[config.mk]
export PLATFORM = sky130hd
export DESIGN_NAME = i2cfl_slave
export DESIGN_NICKNAME = d
export VERILOG_FILES = /design/src/core/i2cfl_pkg.sv /design/src/core/i2cfl_slave.sv
export SDC_FILE = /design/constraint.sdc
export NUM_CORES = 1
export LEC_CHECK = 0
export BUFFER_PORTS_ARGS = -buffer_cell sky130_fd_sc_hd__buf_4
export CAP_MARGIN = 20
export CELL_PAD_IN_SITES_DETAIL_PLACEMENT = 1
export CELL_PAD_IN_SITES_GLOBAL_PLACEMENT = 1
export CORE_UTILIZATION = 48
export DETAILED_ROUTE_END_ITERATION = 16
export PLACE_DENSITY_LB_ADDON = 0.1
export SYNTH_ARGS = -nofsm -noshare
export SYNTH_HDL_FRONTEND = slang
export SYNTH_SLANG_ARGS = --single-unit
[constraint.sdc]
create_clock -name clk -period 3.4 [get_ports clk]
set_input_delay 0.68 -clock clk [delete_from_list [all_inputs] [get_ports clk]]
set_output_delay 0.68 -clock clk [all_outputs]
set_load 0.02 [all_outputs]
[src/core/i2cfl_pkg.sv]
package i2cfl_pkg;
    // -------------------------------------------------------------------
    // register indices
    // -------------------------------------------------------------------
    localparam logic [3:0] REG_CTRL   = 4'h0;
    localparam logic [3:0] REG_STATUS = 4'h1;
    localparam logic [3:0] REG_MASK   = 4'h2;
    localparam logic [3:0] REG_ADDR   = 4'h3;
    localparam logic [3:0] REG_DATA   = 4'h4;
    localparam logic [3:0] REG_CMD    = 4'h5;
    // -------------------------------------------------------------------
    // field positions
    // -------------------------------------------------------------------
    localparam int CTRL_EN        = 0;
    localparam int CTRL_TO_EN     = 1;
    localparam int ST_DATA_FLAG   = 0;
    localparam int ST_ADDR_FLAG   = 1;
    localparam int ST_COLL        = 2;
    localparam int ST_TOUT        = 3;
    localparam int ST_HOLD        = 4;
    localparam int ST_DIR         = 5;
    localparam int ST_BUS_LO      = 6;
    localparam int NUM_IRQ        = 4;
    // -------------------------------------------------------------------
    // encodings and reset values
    // -------------------------------------------------------------------
    localparam logic [1:0] BUS_UNKNOWN  = 2'h0;
    localparam logic [1:0] BUS_IDLE     = 2'h1;
    localparam logic [1:0] BUS_BUSY     = 2'h3;
    localparam logic [1:0] CMD_RESPOND  = 2'h2;
    localparam logic [1:0] CMD_COMPLETE = 2'h3;
    localparam logic [7:0] CTRL_RESET   = 8'h00;
    localparam logic [6:0] ADDR_RESET   = 7'h00;
    localparam logic [3:0] MASK_RESET   = 4'h0;
    // -------------------------------------------------------------------
    // timing
    // -------------------------------------------------------------------
    localparam int CLK_PERIOD_NS  = 8;
    localparam int TIMEOUT_US     = 100;
    localparam int TIMEOUT_CYCLES = TIMEOUT_US * 1000 / CLK_PERIOD_NS;
    localparam int BIT_COUNT      = 8;
    typedef enum logic [2:0] {
        ST_IDLE, ST_ADDRESS, ST_ACK, ST_RX, ST_TX, ST_MACK, ST_WAIT
    } i2cfl_state_t;
endpackage : i2cfl_pkg

[src/core/i2cfl_slave.sv]
`timescale 1ns/1ps
module i2cfl_slave
    import i2cfl_pkg::*;
#(
    parameter int TIMEOUT_LIMIT = TIMEOUT_CYCLES
) (
    input  wire logic       clk,
    input  wire logic       arst_n,
    input  wire logic [3:0] reg_addr,
    input  wire logic [7:0] reg_wdata,
    input  wire logic       reg_wr,
    input  wire logic       reg_rd,
    output logic      [7:0] reg_rdata,
    input  wire logic       scl_i,
    output logic            scl_o,
    output logic            scl_oe,
    input  wire logic       sda_i,
    output logic            sda_o,
    output logic            sda_oe,
    output logic            irq
);
    // -------------------------------------------------------------------
    // helpers
    // -------------------------------------------------------------------
    function automatic logic flag_next(input logic cur, input logic set, input logic clr);
        flag_next = set | (cur & ~clr);
    endfunction : flag_next

    // -------------------------------------------------------------------
    // pin synchronisers and edge detect
    // -------------------------------------------------------------------
    logic       scl_meta, scl_sync, scl_prev;
    logic       sda_meta, sda_sync, sda_prev;
    always_ff @(posedge clk or negedge arst_n) begin
        if (!arst_n) begin
            {scl_meta, scl_sync, scl_prev} <= 3'h7;
            {sda_meta, sda_sync, sda_prev} <= 3'h7;
        end else begin
            {scl_meta, scl_sync, scl_prev} <= {scl_i, scl_meta, scl_sync};
            {sda_meta, sda_sync, sda_prev} <= {sda_i, sda_meta, sda_sync};
        end
    end
    wire scl_rise  = scl_sync & ~scl_prev;
    wire scl_fall  = ~scl_sync & scl_prev;
    wire start_det = scl_sync & scl_prev & sda_prev & ~sda_sync;
    wire stop_det  = scl_sync & scl_prev & ~sda_prev & sda_sync;

    // -------------------------------------------------------------------
    // registers and state
    // -------------------------------------------------------------------
    i2cfl_state_t state, next_state;
    logic [7:0]   ctrl;
    logic [6:0]   own_addr;
    logic [3:0]   mask;
    logic [7:0]   data;
    logic [7:0]   shift;
    logic [3:0]   bit_cnt;
    logic         data_irq_flag, address_stop_irq_flag, coll, tout, hold, dir, addressed;
    logic         data_clr_pend;
    logic [1:0]   bus_state;
    logic [31:0]  to_cnt;

    wire enabled    = ctrl[CTRL_EN];
    wire wr_status  = reg_wr & (reg_addr == REG_STATUS);
    wire wr_cmd     = reg_wr & (reg_addr == REG_CMD);
    wire cmd_resp   = wr_cmd & (reg_wdata[1:0] == CMD_RESPOND);
    wire cmd_done   = wr_cmd & (reg_wdata[1:0] == CMD_COMPLETE);
    wire byte_done  = scl_fall & (bit_cnt == 4'(BIT_COUNT));
    wire tx_bit     = data[3'(BIT_COUNT - 1) - bit_cnt[2:0]];
    wire timeout    = ctrl[CTRL_TO_EN] & (bus_state == BUS_BUSY) &
                      (to_cnt >= 32'(TIMEOUT_LIMIT));
    wire drop_start = start_det & timeout;
    wire addr_match = (state == ST_ADDRESS) & byte_done &
                      (shift[7:1] == own_addr);
    wire set_addr_flag = addr_match | (stop_det & addressed);
    wire set_data_flag = ((state == ST_RX) & byte_done) |
                         ((state == ST_MACK) & scl_fall & ~shift[0]);
    wire set_coll      = (state == ST_TX) & scl_rise & tx_bit & ~sda_sync;
    wire clr_coll      = (start_det & (bus_state != BUS_BUSY)) |
                         (wr_status & reg_wdata[ST_COLL]);
    wire clr_tout      = wr_status & reg_wdata[ST_TOUT];
    wire clr_addr_flag = wr_status & reg_wdata[ST_ADDR_FLAG];
    wire clr_data_flag = (wr_status & reg_wdata[ST_DATA_FLAG]) | cmd_resp |
                         data_clr_pend;
    wire set_hold      = addr_match | set_data_flag;
    // a clear racing a set is swallowed, hold stays asserted
    wire rel_hold      = (clr_addr_flag & ~set_addr_flag) |
                         (clr_data_flag & ~set_data_flag) | cmd_done;
    wire [7:0] status_word = {bus_state, dir, hold, tout, coll,
                              address_stop_irq_flag, data_irq_flag};

    // -------------------------------------------------------------------
    // next flag values, set wins over clear
    // -------------------------------------------------------------------
    wire next_data_irq_flag = flag_next(data_irq_flag, set_data_flag, clr_data_flag);
    wire next_address_stop_irq_flag = flag_next(address_stop_irq_flag, set_addr_flag,
                                                clr_addr_flag);
    wire next_coll = flag_next(coll, set_coll, clr_coll);
    wire next_tout = flag_next(tout, timeout, clr_tout);
    wire next_hold = flag_next(hold, set_hold, rel_hold) & enabled;

    // -------------------------------------------------------------------
    // protocol state machine
    // -------------------------------------------------------------------
    always_comb begin
        next_state = state;
        unique case (state)
            ST_IDLE:    next_state = ST_IDLE;
            ST_ADDRESS: if (byte_done) next_state = addr_match ? ST_ACK : ST_WAIT;
            ST_ACK:     if (scl_fall) next_state = dir ? ST_TX : ST_RX;
            ST_RX:      if (byte_done) next_state = ST_ACK;
            ST_TX:      if (byte_done) next_state = ST_MACK;
            ST_MACK:    if (scl_fall) next_state = shift[0] ? ST_WAIT : ST_TX;
            ST_WAIT:    next_state = ST_WAIT;
        endcase
        if (cmd_done) next_state = ST_WAIT;
        if (start_det) next_state = ST_ADDRESS;
        if (stop_det | timeout | ~enabled | drop_start) next_state = ST_IDLE;
    end

    always_ff @(posedge clk or negedge arst_n) begin
        if (!arst_n) begin
            state   <= ST_IDLE;
            bit_cnt <= 4'h0;
            shift   <= 8'h00;
        end else begin
            state <= next_state;
            if (next_state != state || start_det) begin
                bit_cnt <= 4'h0;
            end else if (scl_rise) begin
                bit_cnt <= bit_cnt + 4'h1;
                shift   <= {shift[6:0], sda_sync};
            end
        end
    end

    // -------------------------------------------------------------------
    // flags, hold and bus monitor
    // -------------------------------------------------------------------
    always_ff @(posedge clk or negedge arst_n) begin
        if (!arst_n) begin
            {data_irq_flag, address_stop_irq_flag, coll, tout, hold, dir} <= 6'h00;
            addressed    <= 1'b0;
            data_clr_pend <= 1'b0;
            bus_state    <= BUS_UNKNOWN;
            to_cnt       <= 32'h0000_0000;
        end else begin
            data_irq_flag         <= next_data_irq_flag;
            address_stop_irq_flag <= next_address_stop_irq_flag;
            coll                  <= next_coll;
            tout                  <= next_tout;
            hold                  <= next_hold;
            data_clr_pend         <= cmd_done;
            if (addr_match) dir <= shift[0];
            if (addr_match) addressed <= 1'b1;
            else if (stop_det | timeout) addressed <= 1'b0;
            if (~enabled) begin
                bus_state <= BUS_UNKNOWN;
            end else if (drop_start | stop_det | timeout) begin
                bus_state <= BUS_IDLE;
            end else if (start_det) begin
                bus_state <= BUS_BUSY;
            end else if (bus_state == BUS_UNKNOWN) begin
                bus_state <= BUS_IDLE;
            end
            if (scl_rise | scl_fall | (bus_state != BUS_BUSY) | timeout)
                to_cnt <= 32'h0000_0000;
            else
                to_cnt <= to_cnt + 32'h0000_0001;
        end
    end

    // -------------------------------------------------------------------
    // register port
    // -------------------------------------------------------------------
    logic [7:0] rd_mux;
    always_comb begin
        rd_mux = 8'h00;
        unique case (reg_addr)
            REG_CTRL:   rd_mux = ctrl;
            REG_STATUS: rd_mux = status_word;
            REG_MASK:   rd_mux = {4'h0, mask};
            REG_ADDR:   rd_mux = {own_addr, 1'b0};
            REG_DATA:   rd_mux = data;
            default:    rd_mux = 8'h00;
        endcase
    end

    always_ff @(posedge clk or negedge arst_n) begin
        if (!arst_n) begin
            ctrl      <= CTRL_RESET;
            own_addr  <= ADDR_RESET;
            mask      <= MASK_RESET;
            data      <= 8'h00;
            reg_rdata <= 8'h00;
        end else begin
            reg_rdata <= reg_rd ? rd_mux : 8'h00;
            if (reg_wr && reg_addr == REG_CTRL) ctrl <= reg_wdata;
            if (reg_wr && reg_addr == REG_MASK) mask <= reg_wdata[NUM_IRQ-1:0];
            if (reg_wr && reg_addr == REG_ADDR) own_addr <= reg_wdata[7:1];
            if (state == ST_RX && byte_done) data <= shift;
            else if (reg_wr && reg_addr == REG_DATA) data <= reg_wdata;
        end
    end

    // -------------------------------------------------------------------
    // pins and interrupt
    // -------------------------------------------------------------------
    assign scl_o  = 1'b0;
    assign scl_oe = hold;
    assign sda_o  = 1'b0;
    assign sda_oe = (state == ST_ACK) | ((state == ST_TX) & ~tx_bit &
                    (bit_cnt < 4'(BIT_COUNT)));
    assign irq    = |(status_word[NUM_IRQ-1:0] & mask);
endmodule : i2cfl_slave

==> qor.yml <==
yosysSeqAreaShare_pct: 51.18
start_util_pct: 49.40
cpPeakStageDelay_ps: 650
clk_pin_slew_ps: 100
antenna_found_initial: 0
syn2layout_area_growth_pct: 11.46
fp.dieH_um: 102.1
final-hold-violation-count: 0
p_seq_share_pct: 56.8
cp_slowest_cell: "mux4_1"
core.rowCount: 36
status: "finished, final reports clean"
die_x_um: 102.1
diodes: 0
cp_max_fo: 6
power_switching_mw: 0.7669
synth_ff_type: "dfrtp_1"
antenna_left: 0
final_area_um2: 5356
top_usage_layer: "met2"
arrival_ps: 2450
placed_area_um2: 5169
max_freq_mhz: 319.9
met3_usage_pct: 3.352
grt_pass1_vias: 3668
synth-edff-count: 0
fin_util_pct: 55.05
dieArea_um2: 10420
worstSetupPathType: "reg -> out"
core_um2: 9729
synth_cells: 437
cts.sinks: 98
p_sw_share_pct: 28.86
p_per_area_nw_per_um2: 496.1
hold_buffers: 0
routedWlPerCell_um: 18.54
grt_pass1_wl_mm: 18.78
ys_ff_latch: 98
combPwrFrac_pct: 15.5
hold_path.class: "in -> async"
pwr-share-clk_pct: 27.7
skew_ps: 13.66
io_pins: 31
remaining_drc_errors: 0
syn_area_per_cell_um2: 11.00
p_total_mw: 2.657
drt_pre_antenna_iters: 5
use_met2_pct: 39.65
start_kind: "register"
n_fill_cell: 1097
grt_use_met1_pct: 31.81
cts_buffers: 9
ir_drop_mv: 0.1907
setup_tns_ps: 0
syn_area_um2: 4806
rsz0062_at_grt: "no"
clk_latency_ps: 360
vias_per_cell: 5.732
wl_mm: 11.27
yosys.cell_types.count: 63
whs_ps: 346.6
cts_resized: 0
clock_path_buffers: 2
end_kind: "output pin"
max_cap_violations: 0
finalNetCount: 494
yosysWarnings: 0
dpl.hpwl_mm: 8.030
path_cells: "mux4_1, mux2_2, or3_1, a21oi_1, buf_4"
worst_ep_required_time_ps: 2720
grt_usage_pct: 23.76
post_cts_buffers: 0
gp_congestion: 0.8883
period_share_pct: 91.93
drive_gt1_share_pct: 21.89
worst_slew_pin_slew_ps: 710.6
synthArstFlopShare_pct: 100.0
final-setup-viol-count: 0
slew_viol_final: 0
cts_tree: "yes"
slew-limit-headroom_pct: 52.31
drt_iter0_drc: 179
cts_max_level: 3
cts_root_buffer: "clkbuf_8"
grt_max_degree: 99
vias: 3485
intPower_mw: 1.890
r2r_slack_ps: 550
globalRouteOverflowTotal: 0
power_leakage_nw: 2.312
io_buffers: 28
period_needed_ps: 3126
[synth_stat cells, types with 3 or more instances]
master    number  area (um2)
a31oi_1        3       18.77
buf_2          3       15.01
nand2_1       31       116.4
buf_4          3       22.52
a22oi_1        5       37.54
clkbuf_1       6       22.52
mux2_2        29       326.6
nor3_1         6       30.03
o21ai_0        4       20.02
dfrtp_1       92        2302
inv_1         13       48.80
and3_1         7       43.79
a21oi_1       25       125.1
dfstp_2        6       157.7
nand4_1       12       75.07
or2_2          3       18.77
nor2_1        57       214.0
a222oi_1       8       80.08
ha_1           6       75.07
nand3_1       12       60.06
mux2i_1        9       90.09
and4_1         3       26.28
xor2_1        23       201.4
nor4_1         5       31.28
xnor2_1       17       148.9
[final timing paths]
kind / from / to / cells after the start
worst max-delay path: bit_cnt[1]$_DFFE_PN0P_ / sda_oe / 5
worst min-delay path: arst_n / reg_rdata[7]$_DFF_PN0_ / 2
worst max register to register: to_cnt[17]$_DFF_PN0_ / shift[0]$_DFFE_PN0P_ / 6
worst min register to register: scl_meta$_DFF_PN1_ / scl_sync$_DFF_PN1_ / 0
max in group asynchronous: arst_n / scl_prev$_DFF_PN1_ / 2
min in group clk: scl_meta$_DFF_PN1_ / scl_sync$_DFF_PN1_ / 0
[area by class of cell]
cell class | count | area (um2) | area share [%]
Clock buffer | 11 | 131.4 | 2.453
Clock inverter | 5 | 56.30 | 1.051
Inverter | 13 | 48.80 | 0.9110
Multi-Input combinational cell | 313 | 2218 | 41.42
Sequential cell | 98 | 2460 | 45.92
Tap cell | 133 | 166.4 | 3.107
Timing Repair Buffer | 35 | 275.3 | 5.139
[critical path, delay by kind of cell, from the launching register on]
family / cells / cell delay, ps
muxes: 2 / 950
DFF: 1 / 510
buffers and inverters: 1 / 160
and+or+nand+nor: 1 / 300
AOI/OAI and AO/OA: 1 / 160
[power by group through the flow]
stage / clock, mW / sequential [mW] / combinational (mW)
6_report: 0.735 / 1.51 / 0.412
3_5_place_dp: 0 / 1.53 / 0.414
5_1_grt: 0.805 / 1.53 / 0.457
3_3_place_gp: 0 / 1.52 / 0.398
4_1_cts: 0.766 / 1.51 / 0.419
2_1_floorplan: 0 / 1.45 / 0.307
[cells in the final DEF (no fill, tap or decap), drive strengths merged, types with 6 or more instances in the layout]
cell type | Yosys | routed
mux2 | 29 | 29
xor2 | 23 | 23
mux2i | 9 | 9
and3 | 8 | 8
nand2 | 32 | 32
a222oi | 8 | 8
nor4 | 6 | 6
a21oi | 25 | 25
ha | 6 | 6
nor3 | 7 | 7
nand3 | 13 | 13
dfstp | 6 | 6
nand4 | 12 | 12
clkbuf | 6 | 11
nor2 | 57 | 57
dfrtp | 92 | 92
xnor2 | 17 | 17
inv | 13 | 13
buf | 8 | 35
[layer usage]
metal  up-vias  share of wire (%)
met3        15                3.3
li1       1624                  -
met4         0                2.1
met2        75                 50
met5         -                  0
met1      1771                 45
[flip-flops by register name, summed over array words and instances, names as in the netlist, 3 cells and up]
| name | count |
|---|---|
| bit_cnt | 4 |
| own_addr | 7 |
| state | 3 |
| reg_rdata | 8 |
| data | 8 |
| to_cnt | 32 |
| ctrl | 8 |
| mask | 4 |
| shift | 8 |
[cell families (layout without fill, tap and decap cells)]
logic type	Yosys count	count (layout)	synth area share, %
and+or+nand+nor	163	163	17.91
adders and majority gates	6	6	1.562
DFF	98	98	51.18
buffers and inverters	27	64	2.734
muxes	40	40	9.763
other	1	2	0.07803
xor gates and xnor gates	40	40	7.290
AOI/OAI and AO/OA	62	62	9.477
[metrics by stage]
step / setup WS, ps / cells
6_report: 274.5 / 608
5_1_grt: 166.9 / 608
4_1_cts: 237.2 / 608
3_5_place_dp: 389.6 / 592
3_3_place_gp: 443.4 / 592
2_1_floorplan: 748.8 / 438
No activity file was read; power rests on OpenSTA's default activity.
